$ cat config.mk
export PLATFORM = sky130hd
export DESIGN_NAME = bcl_decode
export DESIGN_NICKNAME = d
export VERILOG_FILES = /design/src/rtl/bcl_pkg.sv /design/src/rtl/bcl_cond_if.sv /design/src/rtl/bcl_cond.sv /design/src/rtl/bcl_decode.sv
export VERILOG_INCLUDE_DIRS = /design/src /design/src/rtl
export SDC_FILE = /design/constraint.sdc
export NUM_CORES = 1
export LEC_CHECK = 0
export ABC_CLOCK_PERIOD_IN_PS = 8200
export BUFFER_PORTS_ARGS = -buffer_cell sky130_fd_sc_hd__buf_2
export CORE_ASPECT_RATIO = 0.6
export CORE_MARGIN = 2
export CORE_UTILIZATION = 30
export DETAILED_ROUTE_END_ITERATION = 10
export PLACE_DENSITY = 0.51
export SETUP_SLACK_MARGIN = 0.02
export SYNTH_ARGS = -nofsm -noshare
export SYNTH_HDL_FRONTEND = slang
export SYNTH_SLANG_ARGS = --single-unit
$ cat constraint.sdc
create_clock -name clock -period 8.2 [get_ports clock]
set_clock_uncertainty 0.05 [all_clocks]
set_input_delay 0.82 -clock clock [delete_from_list [all_inputs] [get_ports clock]]
set_output_delay 0.82 -clock clock [all_outputs]
set_load 0.02 [all_outputs]
$ cat src/rtl/bcl_defines.svh
`ifndef BCL_DEFINES_SVH
`define BCL_DEFINES_SVH

// short conditional branch opcodes
`define BCL_OP_SIGNED_GREATER 8'hD2
`define BCL_OP_UNSIGNED_ABOVE 8'hD9
`define BCL_OP_SIGNED_AT_MOST 8'hDA
`define BCL_OP_SIGNED_BELOW 8'hDE
`define BCL_OP_CARRY_CLEAR 8'hD3
`define BCL_OP_UNEQUAL 8'hD7
`define BCL_OP_NOT_ABOVE 8'hD1
`define BCL_OP_STICKY_CLEAR 8'hD0
`define BCL_OP_OVERFLOW_CLEAR 8'hD5
`define BCL_OP_TRAP_CLEAR 8'hD4
`define BCL_OP_STICKY_SET 8'hD8
`define BCL_OP_OVERFLOW_SET 8'hDD
`define BCL_OP_TRAP_SET 8'hDC

// long transfers
`define BCL_OP_LONG_CALL 8'hEF
`define BCL_OP_LONG_JUMP 8'hE7

// load opcode prefixes, upper six bits; low two bits pick the mode
`define BCL_PRE_LOAD_WORD 6'h28
`define BCL_PRE_LOAD_BYTE 6'h2C
`define BCL_PRE_LOAD_SIGNEXT 6'h2F
`define BCL_PRE_LOAD_ZEROEXT 6'h2B

// source addressing modes
`define BCL_MODE_DIRECT 2'h0
`define BCL_MODE_IMMEDIATE 2'h1
`define BCL_MODE_INDIRECT 2'h2
`define BCL_MODE_INDEXED 2'h3

`define BCL_PC_RESET 16'h0000
`define BCL_PC_STEP 16'h0001
`define BCL_SP_STEP 16'h0002
`define BCL_WORD_ALIGN 8'hFE
`define BCL_LONG_INDEX_BIT 0
`define BCL_BYTE_SIGN_BIT 7

`endif

$ cat src/rtl/bcl_pkg.sv
package bcl_pkg;

  typedef enum logic [3:0] {
    S_OPCODE = 4'h0,
    S_DISP_LO = 4'h1,
    S_DISP_HI = 4'h2,
    S_SOURCE = 4'h3,
    S_IMM_HI = 4'h4,
    S_OFS_LO = 4'h5,
    S_OFS_HI = 4'h6,
    S_PTR_READ = 4'h7,
    S_DATA_READ = 4'h8,
    S_DEST = 4'h9,
    S_WRITE = 4'hA,
    S_PUSH = 4'hB
  } bcl_state_t;

  typedef struct packed {
    logic zero;
    logic negative;
    logic carry;
    logic overflow;
    logic overflow_trap_flag;
    logic persistent_round_bit;
  } bcl_flags_t;

endpackage

$ cat src/rtl/bcl_cond_if.sv
`timescale 1ns/1ps
interface bcl_cond_if;
  logic [7:0] opcode;
  bcl_pkg::bcl_flags_t flags;
  logic is_branch;
  logic take;
  logic clr_trap;
  modport dec (output opcode, output flags, input is_branch, input take, input clr_trap);
  modport cond (input opcode, input flags, output is_branch, output take, output clr_trap);
endinterface

$ cat src/rtl/bcl_cond.sv
`timescale 1ns/1ps
`include "bcl_defines.svh"
module bcl_cond (
  bcl_cond_if.cond cif
);

  wire z = cif.flags.zero;
  wire n = cif.flags.negative;
  wire c = cif.flags.carry;
  wire v = cif.flags.overflow;
  wire trap = cif.flags.overflow_trap_flag;
  wire stick = cif.flags.persistent_round_bit;

  ////////////////////////////////////////////////////////////////////////////
  // flags are only read here; only the trap flag is ever cleared
  always_comb begin
    cif.is_branch = 1'b1;
    cif.take = 1'b0;
    cif.clr_trap = 1'b0;
    case (cif.opcode)
      `BCL_OP_SIGNED_GREATER: cif.take = !n && !z;
      `BCL_OP_UNSIGNED_ABOVE: cif.take = c && !z;
      `BCL_OP_SIGNED_AT_MOST: cif.take = n || z;
      `BCL_OP_SIGNED_BELOW: cif.take = n;
      `BCL_OP_CARRY_CLEAR: cif.take = !c;
      `BCL_OP_UNEQUAL: cif.take = !z;
      `BCL_OP_NOT_ABOVE: cif.take = !c || z;
      `BCL_OP_STICKY_CLEAR: cif.take = !stick;
      `BCL_OP_OVERFLOW_CLEAR: cif.take = !v;
      `BCL_OP_TRAP_CLEAR: begin
        cif.take = !trap;
        cif.clr_trap = trap;
      end
      `BCL_OP_STICKY_SET: cif.take = stick;
      `BCL_OP_OVERFLOW_SET: cif.take = v;
      `BCL_OP_TRAP_SET: begin
        cif.take = trap;
        cif.clr_trap = trap;
      end
      default: cif.is_branch = 1'b0;
    endcase
  end

endmodule // bcl_cond

$ cat src/rtl/bcl_decode.sv
// Summary of operation
// - signed greater: branch when N and Z clear
// - unsigned above: branch when C set, Z clear
// - signed at most: branch when N or Z
// - signed below: branch when N set
// - carry clear: branch when C is zero
// - unequal: branch when Z is clear
// - not above: branch when C clear or Z
// - sticky clear: branch when sticky bit zero
// - overflow clear: branch when V is zero
// - trap clear: branch if trap flag zero, else clear
// - sticky set: branch when sticky bit one
// - overflow set: branch when V is one
// - trap set: if trap flag one, clear, branch
// - short displacement byte, sign-extended, after instruction
// - long call pushes return address in the same cycle as it jumps
// - long jump adds 16-bit displacement, low first
// - load word copies source word to destination
// - load byte copies source byte to destination
// - signext load replicates source sign bit high
// - zeroext load forces destination high byte zero
`timescale 1ns/1ps
`include "bcl_defines.svh"
module bcl_decode (
  input wire logic clock,
  input wire logic reset,
  input wire logic fetch_valid,
  input wire logic [7:0] fetch_byte,
  output logic fetch_req,
  output logic [15:0] pc,
  output logic pc_load,
  input wire logic flag_zero,
  input wire logic flag_negative,
  input wire logic flag_carry,
  input wire logic flag_overflow,
  input wire logic overflow_trap_flag,
  input wire logic persistent_round_bit,
  output logic trap_clear,
  input wire logic [15:0] sp_in,
  output logic sp_write,
  output logic [15:0] sp_value,
  output logic mem_req,
  output logic mem_we,
  output logic mem_word,
  output logic [15:0] mem_addr,
  output logic [15:0] mem_wdata,
  input wire logic [15:0] mem_rdata,
  input wire logic mem_ack,
  output logic bad_opcode
);

  bcl_pkg::bcl_state_t state_ff, nxt_state;
  logic [15:0] pc_ff, nxt_pc;
  logic [7:0] opc_ff, nxt_opc;
  logic [7:0] disp_lo_ff, nxt_disp_lo;
  logic [15:0] src_ff, nxt_src;
  logic [15:0] ofs_ff, nxt_ofs;
  logic fetch_req_ff, nxt_fetch_req;
  logic pc_load_ff, nxt_pc_load;
  logic trap_clear_ff, nxt_trap_clear;
  logic sp_write_ff, nxt_sp_write;
  logic [15:0] sp_value_ff, nxt_sp_value;
  logic mem_req_ff, nxt_mem_req;
  logic mem_we_ff, nxt_mem_we;
  logic mem_word_ff, nxt_mem_word;
  logic [15:0] mem_addr_ff, nxt_mem_addr;
  logic [15:0] mem_wdata_ff, nxt_mem_wdata;
  logic bad_opcode_ff, nxt_bad_opcode;

  bcl_cond_if cif ();

  bcl_cond u_cond (
    .cif(cif.cond)
  );

  ////////////////////////////////////////////////////////////////////////////
  // decode wires

  wire take_byte = fetch_req_ff && fetch_valid;
  wire mem_done = mem_req_ff && mem_ack;
  wire in_opcode = (state_ff == bcl_pkg::S_OPCODE);
  wire [15:0] pc_next = pc_ff + `BCL_PC_STEP;
  wire [15:0] short_disp = {{8{fetch_byte[`BCL_BYTE_SIGN_BIT]}}, fetch_byte};
  wire [15:0] short_target = pc_next + short_disp;
  wire [15:0] long_target = pc_next + {fetch_byte, disp_lo_ff};
  wire [15:0] sp_dec = sp_in - `BCL_SP_STEP;
  wire [15:0] byte_addr = {8'h00, fetch_byte};
  wire [15:0] word_reg_addr = {8'h00, fetch_byte & `BCL_WORD_ALIGN};

  // opcode of the instruction in flight; raw fetch byte throughout the opcode state
  wire [7:0] cur_opc = in_opcode ? fetch_byte : opc_ff;
  wire [5:0] load_pre = cur_opc[7:2];
  wire [1:0] src_mode = cur_opc[1:0];
  wire is_load_word = (load_pre == `BCL_PRE_LOAD_WORD);
  wire is_load_byte = (load_pre == `BCL_PRE_LOAD_BYTE);
  wire is_load_sext = (load_pre == `BCL_PRE_LOAD_SIGNEXT);
  wire is_load_zext = (load_pre == `BCL_PRE_LOAD_ZEROEXT);
  wire is_load = is_load_word || is_load_byte || is_load_sext || is_load_zext;
  wire is_call = (cur_opc == `BCL_OP_LONG_CALL);
  wire is_jump = (cur_opc == `BCL_OP_LONG_JUMP);
  wire is_long = is_call || is_jump;
  // only the byte load writes a byte; the extending loads write a word
  wire dest_is_word = is_load_word || is_load_sext || is_load_zext;

  // result word placed in the destination
  wire [15:0] sext_data = {{8{src_ff[`BCL_BYTE_SIGN_BIT]}}, src_ff[7:0]};
  wire [15:0] zext_data = {8'h00, src_ff[7:0]};
  wire [15:0] load_data = is_load_word ? src_ff :
                          is_load_sext ? sext_data :
                          zext_data;
  wire [15:0] read_data = is_load_word ? mem_rdata : {8'h00, mem_rdata[7:0]};

  // flags are sampled live; the core keeps them steady across a branch
  assign cif.opcode = cur_opc;
  assign cif.flags = '{zero: flag_zero, negative: flag_negative, carry: flag_carry,
                       overflow: flag_overflow, overflow_trap_flag: overflow_trap_flag,
                       persistent_round_bit: persistent_round_bit};

  ////////////////////////////////////////////////////////////////////////////
  // next-state logic

  always_comb begin
    nxt_state = state_ff;
    nxt_pc = pc_ff;
    nxt_opc = opc_ff;
    nxt_disp_lo = disp_lo_ff;
    nxt_src = src_ff;
    nxt_ofs = ofs_ff;
    nxt_pc_load = 1'b0;
    nxt_trap_clear = 1'b0;
    nxt_sp_write = 1'b0;
    nxt_sp_value = sp_value_ff;
    nxt_mem_req = mem_req_ff && !mem_ack;
    nxt_mem_we = mem_we_ff;
    nxt_mem_word = mem_word_ff;
    nxt_mem_addr = mem_addr_ff;
    nxt_mem_wdata = mem_wdata_ff;
    nxt_bad_opcode = 1'b0;
    if (take_byte) begin
      nxt_pc = pc_next;
    end
    case (state_ff)
      bcl_pkg::S_OPCODE: begin
        if (take_byte) begin
          nxt_opc = fetch_byte;
          if (cif.is_branch || is_long) begin
            nxt_state = bcl_pkg::S_DISP_LO;
          end else if (is_load) begin
            nxt_state = bcl_pkg::S_SOURCE;
          end else begin
            // foreign opcodes belong to other decode slices
            nxt_bad_opcode = 1'b1;
          end
        end
      end
      bcl_pkg::S_DISP_LO: begin
        if (take_byte) begin
          nxt_disp_lo = fetch_byte;
          if (is_long) begin
            nxt_state = bcl_pkg::S_DISP_HI;
          end else begin
            if (cif.take) begin
              nxt_pc = short_target;
              nxt_pc_load = 1'b1;
            end
            nxt_trap_clear = cif.clr_trap;
            nxt_state = bcl_pkg::S_OPCODE;
          end
        end
      end
      bcl_pkg::S_DISP_HI: begin
        if (take_byte) begin
          nxt_pc = long_target;
          nxt_pc_load = 1'b1;
          nxt_state = bcl_pkg::S_OPCODE;
          if (is_call) begin
            nxt_sp_write = 1'b1;
            nxt_sp_value = sp_dec;
            nxt_mem_req = 1'b1;
            nxt_mem_we = 1'b1;
            nxt_mem_word = 1'b1;
            nxt_mem_addr = sp_dec;
            nxt_mem_wdata = pc_next;
            nxt_state = bcl_pkg::S_PUSH;
          end
        end
      end
      bcl_pkg::S_SOURCE: begin
        if (take_byte) begin
          nxt_ofs = 16'h0000;
          nxt_mem_we = 1'b0;
          nxt_mem_word = 1'b1;
          case (src_mode)
            `BCL_MODE_DIRECT: begin
              nxt_mem_req = 1'b1;
              nxt_mem_word = is_load_word;
              nxt_mem_addr = byte_addr;
              nxt_state = bcl_pkg::S_DATA_READ;
            end
            `BCL_MODE_IMMEDIATE: begin
              nxt_src = {8'h00, fetch_byte};
              nxt_state = is_load_word ? bcl_pkg::S_IMM_HI : bcl_pkg::S_DEST;
            end
            `BCL_MODE_INDIRECT: begin
              nxt_mem_req = 1'b1;
              nxt_mem_addr = word_reg_addr;
              nxt_state = bcl_pkg::S_PTR_READ;
            end
            default: begin
              // indexed: the low address bit marks a long offset
              nxt_mem_addr = word_reg_addr;
              nxt_src = {15'h0000, fetch_byte[`BCL_LONG_INDEX_BIT]};
              nxt_state = bcl_pkg::S_OFS_LO;
            end
          endcase
        end
      end
      bcl_pkg::S_IMM_HI: begin
        if (take_byte) begin
          nxt_src = {fetch_byte, src_ff[7:0]};
          nxt_state = bcl_pkg::S_DEST;
        end
      end
      bcl_pkg::S_OFS_LO: begin
        if (take_byte) begin
          if (src_ff[`BCL_LONG_INDEX_BIT]) begin
            nxt_ofs = {8'h00, fetch_byte};
            nxt_state = bcl_pkg::S_OFS_HI;
          end else begin
            nxt_ofs = short_disp;
            nxt_mem_req = 1'b1;
            nxt_state = bcl_pkg::S_PTR_READ;
          end
        end
      end
      bcl_pkg::S_OFS_HI: begin
        if (take_byte) begin
          nxt_ofs = {fetch_byte, ofs_ff[7:0]};
          nxt_mem_req = 1'b1;
          nxt_state = bcl_pkg::S_PTR_READ;
        end
      end
      bcl_pkg::S_PTR_READ: begin
        if (mem_done) begin
          nxt_mem_req = 1'b1;
          nxt_mem_word = is_load_word;
          nxt_mem_addr = mem_rdata + ofs_ff;
          nxt_state = bcl_pkg::S_DATA_READ;
        end
      end
      bcl_pkg::S_DATA_READ: begin
        if (mem_done) begin
          nxt_src = read_data;
          nxt_state = bcl_pkg::S_DEST;
        end
      end
      bcl_pkg::S_DEST: begin
        if (take_byte) begin
          nxt_mem_req = 1'b1;
          nxt_mem_we = 1'b1;
          nxt_mem_word = dest_is_word;
          nxt_mem_addr = byte_addr;
          nxt_mem_wdata = load_data;
          nxt_state = bcl_pkg::S_WRITE;
        end
      end
      bcl_pkg::S_WRITE, bcl_pkg::S_PUSH: begin
        if (mem_done) begin
          nxt_state = bcl_pkg::S_OPCODE;
        end
      end
      default: nxt_state = bcl_pkg::S_OPCODE;
    endcase
    // byte wanted next cycle; never while a memory access is open
    nxt_fetch_req = (nxt_state == bcl_pkg::S_OPCODE || nxt_state == bcl_pkg::S_DISP_LO ||
                     nxt_state == bcl_pkg::S_DISP_HI || nxt_state == bcl_pkg::S_SOURCE ||
                     nxt_state == bcl_pkg::S_IMM_HI || nxt_state == bcl_pkg::S_OFS_LO ||
                     nxt_state == bcl_pkg::S_OFS_HI || nxt_state == bcl_pkg::S_DEST);
  end

  ////////////////////////////////////////////////////////////////////////////
  // registers

  always_ff @(posedge clock) begin
    if (reset) begin
      state_ff <= bcl_pkg::S_OPCODE;
      pc_ff <= `BCL_PC_RESET;
      fetch_req_ff <= 1'b0;
      pc_load_ff <= 1'b0;
      trap_clear_ff <= 1'b0;
      sp_write_ff <= 1'b0;
      mem_req_ff <= 1'b0;
      bad_opcode_ff <= 1'b0;
    end else begin
      state_ff <= nxt_state;
      pc_ff <= nxt_pc;
      fetch_req_ff <= nxt_fetch_req;
      pc_load_ff <= nxt_pc_load;
      trap_clear_ff <= nxt_trap_clear;
      sp_write_ff <= nxt_sp_write;
      mem_req_ff <= nxt_mem_req;
      bad_opcode_ff <= nxt_bad_opcode;
    end
  end

  // datapath holds; reset value only matters for a clean first view
  always_ff @(posedge clock) begin
    if (reset) begin
      opc_ff <= 8'h00;
      disp_lo_ff <= 8'h00;
      src_ff <= 16'h0000;
      ofs_ff <= 16'h0000;
      sp_value_ff <= 16'h0000;
      mem_we_ff <= 1'b0;
      mem_word_ff <= 1'b0;
      mem_addr_ff <= 16'h0000;
      mem_wdata_ff <= 16'h0000;
    end else begin
      opc_ff <= nxt_opc;
      disp_lo_ff <= nxt_disp_lo;
      src_ff <= nxt_src;
      ofs_ff <= nxt_ofs;
      sp_value_ff <= nxt_sp_value;
      mem_we_ff <= nxt_mem_we;
      mem_word_ff <= nxt_mem_word;
      mem_addr_ff <= nxt_mem_addr;
      mem_wdata_ff <= nxt_mem_wdata;
    end
  end

  assign fetch_req = fetch_req_ff;
  assign pc = pc_ff;
  assign pc_load = pc_load_ff;
  assign trap_clear = trap_clear_ff;
  assign sp_write = sp_write_ff;
  assign sp_value = sp_value_ff;
  assign mem_req = mem_req_ff;
  assign mem_we = mem_we_ff;
  assign mem_word = mem_word_ff;
  assign mem_addr = mem_addr_ff;
  assign mem_wdata = mem_wdata_ff;
  assign bad_opcode = bad_opcode_ff;

endmodule // bcl_decode

==> impl_metrics.tcl, run 1 <==
set metrics [dict create \
    antenna_found_initial 0 \
    whs_ns 0.410 \
    fmax_ghz 0.232 \
    critPathLaunch "state_ff[1]$_SDFF_PP0_" \
    cts_root_buf "clkbuf_16" \
    grt_use_total_pct 21.6 \
    ys_types 84 \
    syn_avg_cell_area_um2 7.69 \
    port_buffers 121 \
    first_pass_iters 5 \
    netlist_area_mm2 0.00875 \
    arrival_ns 4.62 \
    start_util_pct 30.5 \
    hp-start "ofs_ff[7]$_SDFFE_PP0P_" \
    die_w_um 224 \
    cts.sinks 124 \
    power.leakage_nw 4.15 \
    status "complete, no violations" \
    cp-end-kind "flop" \
    hold_path_depth 2 \
    gr-total-overflow 0 \
    ios 122 \
    postCtsResizedCells 0 \
    coreArea_mm2 0.0287 \
    report.final.setup_viol 0 \
    crit_required_ns 8.52 \
    cts.reportedPaths.clkPinSlew_ns 0.06 \
    hold_violations 0 \
    yosys-top-cells-area "dfxtp_1 28%, nor2_1 7.0%, ha_1 6.7%, a21oi_1 6.2%, a211oi_1 4.5%" \
    drc 0 \
    vias 9055 \
    rr_startpoint "state_ff[1]$_SDFF_PP0_" \
    rsz0062_at_grt "false" \
    yosys.area.top_type "dfxtp_1" \
    grt_pass1_wl_mm 49.9 \
    antenna_cells 0 \
    reg2reg_depth 8 \
    layout-drive-gt1-share_pct 15.6 \
    synth_flop_cell "dfxtp_1" \
    ant_nets 0 \
    synth_nets 1238 \
    grt_pass1_vias 8094 \
    timing.final.crit_period_ns 4.30 \
    nets 1319 \
    critPathKind "reg2reg" \
    post_cts_buffers 0 \
    die_y_um 136 \
    async_reset_ff_share_pct 0 \
    wl_mm 33.5 \
    rows 48 \
    crit_fanout 23 \
    gp_congestion 0.898 \
    ir_worst_vdd_uv 159 \
    wl_per_cell_um 20.9 \
    design.die.area_mm2 0.0306 \
    netlist.area_leader.share_pct 28.4 \
    powerDensity_mw_per_mm2 172 \
    post-dp-hpwl_mm 24.6 \
    yosysWarnings 0 \
    drv_cap 0 \
    synth_seq_area_share_pct 28.4 \
    setup_tns_ns 0 \
    synth_edf_count 0 \
    postCtsHoldBufs 0 \
    cts_tree "done" \
    grt_max_degree 73 \
    numCtsBuffers 17 \
    worst_pin_slew_ns 1.18 \
    area_delta_synth_final_pct 16.7 \
    yosys_register_bits 124 \
    hold_class "reg2reg" \
    final_common_cell "nor2_1" \
    start_kind "flop" \
    viasPerCell 5.64 \
    maxSlewViolCount 0 \
    final_cell_mix "162 x nor2_1, 124 x dfxtp_1, 120 x buf_2, 109 x a21oi_1, 103 x nand2_1" \
    clockBufferDepth 2 \
    finalCritPeriodShare_pct 52.5 \
    drt_iter0_markers 1062 \
    clock_latency_ns 0.44 \
    htreeDepth 4 \
    synthCells 1138 \
    relSlewSlack_pct 20.6 \
]
-- critical path: stages, from the launching register on --
cell	delay (ns)
dfxtp_1	0.79
or4_1	0.88
mux2_2	0.50
nor4_2	0.89
a2bb2oi_1	0.30
nand2_1	0.08
o31ai_1	0.50
o311ai_1	0.13
o21ai_1	0.11
-- cell usage after synthesis, types with 18 or more instances --
master	instances
nor3_1	33
inv_1	25
ha_1	47
a211oi_1	53
xnor2_1	36
o21ai_0	39
nand2_1	103
dfxtp_1	124
clkbuf_1	47
a22oi_1	18
xor2_1	25
nand3_1	43
a21oi_1	109
nor2_1	162
-- metrics by stage --
step | std cells | util, % | total power [mW] | area (um^2) | setup slack [ns]
2_1_floorplan | 1138 | - | 0.859 | 8750 | 4.75
4_1_cts | 1605 | 35.6 | 1.75 | 10200 | 4.04
5_1_grt | 1605 | 35.6 | 1.81 | 10200 | 3.66
3_5_place_dp | 1575 | 33.5 | 0.959 | 9610 | 4.07
3_3_place_gp | 1575 | 33.5 | 0.960 | 9610 | 4.03
6_report | 1605 | 35.6 | 1.75 | 10200 | 3.90
-- layout make-up --
type                    count  area [um^2]
multi-input cells         921         5890
inverters                  25         93.8
repair buffers            130          676
clock buffers              24          492
clock inverters             6          110
flip-flops and latches    124         2480
fillers                  3051        18500
well taps                 375          469
-- cell families after synthesis --
kind of cell               after synthesis  share of synthesized area (%)
adders and majority gates               50                           7.41
buffers and inverters                   93                           4.45
and+or+nand+nor                        439                           23.5
muxes                                   20                           2.59
AOI/OAI and AO/OA                      350                           27.3
DFF                                    124                           28.4
xor gates and xnor gates                62                           6.38
-- flip-flops by register name, summed over array words and instances (netlist names), 4 cells and up --
signal	cells
pc	16
ofs_ff	16
opc_ff	8
src_ff	16
mem_wdata	16
disp_lo_ff	8
state_ff	4
sp_value	16
mem_addr	16
-- worst paths after layout --
check,to,slack (ns)
max,fetch_req$_SDFF_PP0_,3.90
min,ofs_ff[7]$_SDFFE_PP0P_,0.41
max reg2reg,fetch_req$_SDFF_PP0_,3.90
min reg2reg,ofs_ff[7]$_SDFFE_PP0P_,0.41
-- power by group --
part | internal (mW) | switching (mW)
Sequential | 0.620 | 0.0218
Clock | 0.506 | 0.292
Combinational | 0.110 | 0.201
Total | 1.24 | 0.515
-- per-layer routing --
| layer | global-route usage (%) | routed length (um) | vias up |
|---|---|---|---|
| met5 | 0 | 0 | - |
| li1 | - | - | 4344 |
| met2 | 28.8 | 12900 | 384 |
| met4 | 4.01 | 333 | 0 |
| met3 | 5.19 | 2860 | 31 |
| met1 | 34.0 | 17400 | 4296 |
Note: power is estimated with default switching activity, not from simulation.
==> run 2: changes to the inputs <==
--- a/config.mk
+++ b/config.mk
@@ -6,13 +6,13 @@
 export SDC_FILE = /design/constraint.sdc
 export NUM_CORES = 1
 export LEC_CHECK = 0
-export ABC_CLOCK_PERIOD_IN_PS = 8200
+export ABC_CLOCK_PERIOD_IN_PS = 3690
 export BUFFER_PORTS_ARGS = -buffer_cell sky130_fd_sc_hd__buf_2
 export CORE_ASPECT_RATIO = 0.6
 export CORE_MARGIN = 2
 export CORE_UTILIZATION = 30
 export DETAILED_ROUTE_END_ITERATION = 10
-export PLACE_DENSITY = 0.51
+export PLACE_DENSITY = 0.53
 export SETUP_SLACK_MARGIN = 0.02
 export SYNTH_ARGS = -nofsm -noshare
 export SYNTH_HDL_FRONTEND = slang
==> constraint.sdc (replaced) <==
create_clock -name clock -period 3.69 [get_ports clock]
set_clock_uncertainty 0.05 [all_clocks]
set_input_delay 0.369 -clock clock [delete_from_list [all_inputs] [get_ports clock]]
set_output_delay 0.369 -clock clock [all_outputs]
set_load 0.02 [all_outputs]
==> run 2 against run 1 <==
Compared with the run above: sequential cell count unchanged; maximum frequency up 26%; combinational power up 140%; worst setup slack worse by 3.6 ns; via count up 2.1%; non-clock buffer count up 40; die area unchanged; core utilization up 1.2 points; final area up 3.3%; critical path type unchanged; largest cell class unchanged; largest power group unchanged.
==> impl_metrics.tcl, run 2 (synthesis gave the netlist of run 1 again) <==
set metrics [dict create \
    numCtsBuffers 17 \
    relSlewSlack_pct 23.5 \
    seqCellArea_mm2 0.00248 \
    p_seq_share_pct 36.6 \
    routed-wl-met3_mm 2.90 \
    wl_per_cell_um 20.6 \
    grt_pass1_vias 8409 \
    reg2reg_depth 14 \
    comb_power_share_pct 19.2 \
    timing.final.crit_period_ns 3.41 \
    highest_layer "met4" \
    multi_input_area_mm2 0.00594 \
    reg2reg_slack_ns 0.28 \
    hold_violations 0 \
    rr_startpoint "pc[1]$_SDFF_PP0_" \
    worst_path_max_delay_cell "o41a_1" \
    maxSlewViolCount 0 \
    wl_met1_mm 17.3 \
    cts.reportedPaths.clkPinSlew_ns 0.06 \
    power.leakage_nw 4.36 \
    start_kind "flop" \
    grt_max_degree 58 \
    clock_latency_ns 0.45 \
    crit_chain "ha_1 -> nand3_2 -> nor2_4 -> nand4_1 -> xnor2_1 -> ha_1 -> and2_1 -> a31oi_1 -> o31ai_1 -> o41a_1 -> a31oi_2 -> mux2i_1 -> a2111oi_1 -> o21bai_1" \
    critPathKind "reg2reg" \
    drt_iter0_markers 976 \
    final_cell_mix "161 x nor2_1, 124 x dfxtp_1, 120 x buf_2, 109 x a21oi_1, 103 x nand2_1" \
    crit_required_ns 4.01 \
    first_pass_iters 6 \
    vias 9245 \
    dp_slack_ns 0.230 \
    gp_congestion 0.907 \
    arrival_ns 3.73 \
    swShare_pct 30.1 \
    final_common_cell "nor2_1" \
    fin_area_mm2 0.0106 \
    port_buffers 121 \
    rows 48 \
    ir_worst_vdd_uv 346 \
    clockBufferDepth 2 \
    dp_cells 1615 \
    ant_nets 0 \
    critPathLaunch "pc[1]$_SDFF_PP0_" \
    layout-drive-gt1-share_pct 19.0 \
    postCtsHoldBufs 0 \
    clock_power_share_pct 44.2 \
    status "complete, no violations" \
    design.die.area_mm2 0.0306 \
    place_area_mm2 0.00992 \
    postCtsResizedCells 0 \
    worst_pin_slew_ns 1.15 \
    report.final.setup_viol 0 \
    coreArea_mm2 0.0287 \
    cp_common_cell "ha_1" \
    drc 0 \
    stdcell_count 1645 \
    crit_fanout 5 \
    hold_class "in2reg" \
    viasPerCell 5.62 \
    post_cts_buffers 0 \
    intPower_mw 2.70 \
    ios 122 \
    cts.sinks 124 \
    fmax_ghz 0.293 \
    cp-end-kind "flop" \
    fin_util_pct 36.8 \
    fillCellCount 3024 \
    htreeDepth 4 \
    met2_length_mm 13.2 \
    powerDensity_mw_per_mm2 366 \
    setup_slack_ns 0.275 \
    cts_tree "done" \
    antenna_cells 0 \
    die_y_um 136 \
    critPathMaxStageDelay_ns 0.41 \
    wl_mm 33.8 \
    whs_ns 0.150 \
    endpoint "pc[15]$_SDFF_PP0_" \
    nets 1359 \
    r2r-end "pc[15]$_SDFF_PP0_" \
    antenna_found_initial 1 \
    start_util_pct 30.5 \
    drv_cap 0 \
    finalCritPeriodShare_pct 92.5 \
    gr-total-overflow 0 \
    area_delta_synth_final_pct 20.6 \
    grt_pass1_wl_mm 50.5 \
    die_w_um 224 \
    p_sw_mw 1.16 \
    cts_root_buf "clkbuf_16" \
    post-dp-hpwl_mm 25.3 \
    grt_use_total_pct 21.8 \
]
[run 2: critical path, delay by kind of cell, from the launching register on]
family / cells / cell delay (ns)
AOI/OAI and AO/OA: 6 / 1.40
xor gates and xnor gates: 1 / 0.20
adders and majority gates: 2 / 0.54
DFF: 1 / 0.39
muxes: 1 / 0.11
and+or+nand+nor: 4 / 0.62
[run 2: metrics by stage]
| step | setup TNS (ns) | power [mW] |
|---|---|---|
| after floorplan | 0 | 1.91 |
| after global placement | 0 | 2.16 |
| after detailed placement | 0 | 2.16 |
| after CTS | 0 | 3.87 |
| after global routing | -0.00353 | 4.01 |
| final | 0 | 3.87 |
[run 2: power groups by stage]
stage          clock network, mW  registers, mW  logic [mW]
3_3_place_gp                   0           1.44       0.719
4_1_cts                     1.73           1.41       0.725
2_1_floorplan                  0           1.47       0.443
5_1_grt                     1.79           1.42       0.803
6_report                    1.71           1.42       0.742
3_5_place_dp                   0           1.44       0.722
[run 2: worst min path at each step]
stage	start	slack, ns	endpoint	cells after the start
3_5_place_dp	ofs_ff[6]$_SDFFE_PP0P_	0.40	ofs_ff[6]$_SDFFE_PP0P_	2
2_1_floorplan	ofs_ff[0]$_SDFFE_PP0P_	0.39	ofs_ff[0]$_SDFFE_PP0P_	2
6_report	sp_in[1]	0.15	sp_value[1]$_SDFFE_PP0P_	2
4_1_cts	sp_in[1]	0.13	sp_value[1]$_SDFFE_PP0P_	2
3_3_place_gp	ofs_ff[0]$_SDFFE_PP0P_	0.40	ofs_ff[0]$_SDFFE_PP0P_	2
5_1_grt	sp_in[1]	0.14	sp_value[1]$_SDFFE_PP0P_	2
[run 2: layout make-up]
cell class / count / share of cell area, %
Clock buffer: 23 / 4.62
Timing Repair Buffer: 170 / 9.37
Inverter: 25 / 0.889
Multi-Input combinational cell: 921 / 56.3
Sequential cell: 124 / 23.5
Clock inverter: 7 / 0.842
Tap cell: 375 / 4.45
[run 2: routing by layer]
layer  up-vias  global-route usage [%]
met2       366                    28.6
met5         -                       0
met1      4398                    34.0
met4         0                    5.37
li1       4440                       -
met3        41                    5.60
==> run 3: changes to the inputs <==
--- a/config.mk
+++ b/config.mk
@@ -6,13 +6,13 @@
 export SDC_FILE = /design/constraint.sdc
 export NUM_CORES = 1
 export LEC_CHECK = 0
-export ABC_CLOCK_PERIOD_IN_PS = 3690
+export ABC_CLOCK_PERIOD_IN_PS = 3950
 export BUFFER_PORTS_ARGS = -buffer_cell sky130_fd_sc_hd__buf_2
 export CORE_ASPECT_RATIO = 0.6
 export CORE_MARGIN = 2
 export CORE_UTILIZATION = 30
 export DETAILED_ROUTE_END_ITERATION = 10
-export PLACE_DENSITY = 0.53
+export PLACE_DENSITY = 0.51
 export SETUP_SLACK_MARGIN = 0.02
 export SYNTH_ARGS = -nofsm -noshare
 export SYNTH_HDL_FRONTEND = slang
==> constraint.sdc (replaced) <==
create_clock -name clock -period 3.95 [get_ports clock]
set_clock_uncertainty 0.05 [all_clocks]
set_input_delay 0.395 -clock clock [delete_from_list [all_inputs] [get_ports clock]]
set_output_delay 0.395 -clock clock [all_outputs]
set_load 0.02 [all_outputs]
==> run 3 against run 2 <==
Compared with the run above: hold slack better by 0.029 ns; sequential power down 7%; worst setup slack better by 0.034 ns; maximum frequency down 6.2%; final area down 1.9%; register-to-register slack better by 0.03 ns; critical path type unchanged; largest cell class unchanged.
==> impl_metrics.tcl, run 3 (synthesis gave the netlist of run 1 again) <==
set metrics [dict create \
    stdcell_count 1633 \
    cts.reportedPaths.clkPinSlew_ns 0.07 \
    place_area_mm2 0.00983 \
    setup_tns_ns 0 \
    crit_fanout 6 \
    gp_congestion 0.938 \
    timing.final.crit_period_ns 3.64 \
    drv_cap 0 \
    finalCritPeriodShare_pct 92.2 \
    vias 9142 \
    report.final.setup_viol 0 \
    met2_length_mm 12.6 \
    area_delta_synth_final_pct 18.3 \
    wl_met1_mm 18.2 \
    fillCellCount 3064 \
    highest_layer "met4" \
    antenna_found_initial 1 \
    worst_pin_slew_ns 0.914 \
    nets 1348 \
    arrival_ns 3.96 \
    viasPerCell 5.60 \
    p_sw_mw 1.09 \
    grt_use_total_pct 21.9 \
    coreArea_mm2 0.0287 \
    status "complete, no violations" \
    port_buffers 121 \
    critPathLaunch "pc[0]$_SDFF_PP0_" \
    die_y_um 136 \
    design.die.area_mm2 0.0306 \
    start_util_pct 30.5 \
    final_cell_mix "161 x nor2_1, 124 x dfxtp_1, 120 x buf_2, 109 x a21oi_1, 103 x nand2_1" \
    gr-total-overflow 0 \
    cts_root_buf "clkbuf_16" \
    numCtsBuffers 17 \
    grt_max_degree 60 \
    layout-drive-gt1-share_pct 17.7 \
    htreeDepth 4 \
    rsz0062_at_grt "false" \
    ir_worst_vdd_uv 329 \
    postCtsHoldBufs 0 \
    grt_pass1_wl_mm 50.4 \
    hp-start "sp_in[1]" \
    hold_class "in2reg" \
    rows 48 \
    start_kind "flop" \
    relSlewSlack_pct 38.9 \
    comb_power_share_pct 19.8 \
    setup_slack_ns 0.309 \
    critPathKind "reg2reg" \
    routed-wl-met3_mm 2.51 \
    wl_per_cell_um 20.6 \
    antenna_cells 0 \
    p_seq_share_pct 38.5 \
    clock_power_share_pct 41.7 \
    rr_startpoint "pc[0]$_SDFF_PP0_" \
    power.leakage_nw 4.26 \
    ios 122 \
    fmax_ghz 0.275 \
    crit_required_ns 4.27 \
    grt_pass1_vias 8142 \
    first_pass_iters 5 \
    final_common_cell "nor2_1" \
    dp_slack_ns 0.243 \
    cts_tree "done" \
    post-dp-hpwl_mm 25.1 \
    die_w_um 224 \
    swShare_pct 31.6 \
    dp_cells 1604 \
    drt_iter0_markers 919 \
    ant_nets 0 \
    clock_latency_ns 0.45 \
    drc 0 \
    hold_violations 0 \
    clockBufferDepth 2 \
    fin_area_mm2 0.0104 \
    cp-end-kind "flop" \
    powerDensity_mw_per_mm2 332 \
    maxSlewViolCount 0 \
    cts.sinks 124 \
    wl_mm 33.6 \
    intPower_mw 2.35 \
]
run 3: critical path, cell delays in order (launching register included):
cell and delay [ns]:
dfxtp_1 0.43, ha_1 0.22, nand3_1 0.16, nor2_4 0.22, nand4_1 0.17, xnor2_2 0.19
ha_1 0.35, and2_1 0.20, a31oi_1 0.13, o31ai_1 0.12, o41a_1 0.39, a31oi_1 0.27
mux2i_1 0.11, a2111oi_0 0.37, o21bai_1 0.16
run 3: layout make-up:
type                            count  area (um^2)  area share (%)
Multi-Input combinational cell    921         5900            57.0
Sequential cell                   124         2480            24.0
Timing Repair Buffer              159          893            8.63
Tap cell                          375          469            4.53
Clock buffer                       21          460            4.45
Inverter                           25         93.8           0.907
Clock inverter                      8         47.5           0.459
run 3: worst paths after layout:
path                                    to  slack, ns  depth (start not counted)
setup / recovery         pc[15]$_SDFF_PP0_       0.31                         14
hold / removal    sp_value[1]$_SDFFE_PP0P_       0.18                          2
setup reg to reg         pc[15]$_SDFF_PP0_       0.31                         14
hold reg to reg     ofs_ff[4]$_SDFFE_PP0P_       0.41                          2
run 3: power by group through the flow:
stage	clock network [mW]	logic, mW	registers, mW
after floorplan	0	0.414	1.37
after global placement	0	0.665	1.35
after detailed placement	0	0.666	1.35
after CTS	1.46	0.669	1.32
after global routing	1.51	0.737	1.33
final	1.43	0.681	1.32
run 3: layer usage:
metal  global-route usage, %  vias to the layer above
met4                    4.93                        0
met5                       0                        -
li1                        -                     4396
met1                    35.9                     4367
met2                    28.0                      354
met3                    4.17                       25
run 3: timing repair:
action	4_1_cts	5_1_grt
endpoints found under the hold margin	0	0
gates resized for setup	0	3
setup endpoints to repair	0	3
buffers inserted	0	0
run 3: stage by stage:
stage / hold WS (ns) / power [mW] / utilization (%)
after detailed placement: 0.401 / 2.02 / 34.2
after floorplan: 0.386 / 1.78 / -
after CTS: 0.161 / 3.45 / 36.0
after global placement: 0.397 / 2.02 / 34.2
final: 0.180 / 3.44 / 36.1
after global routing: 0.181 / 3.57 / 36.1
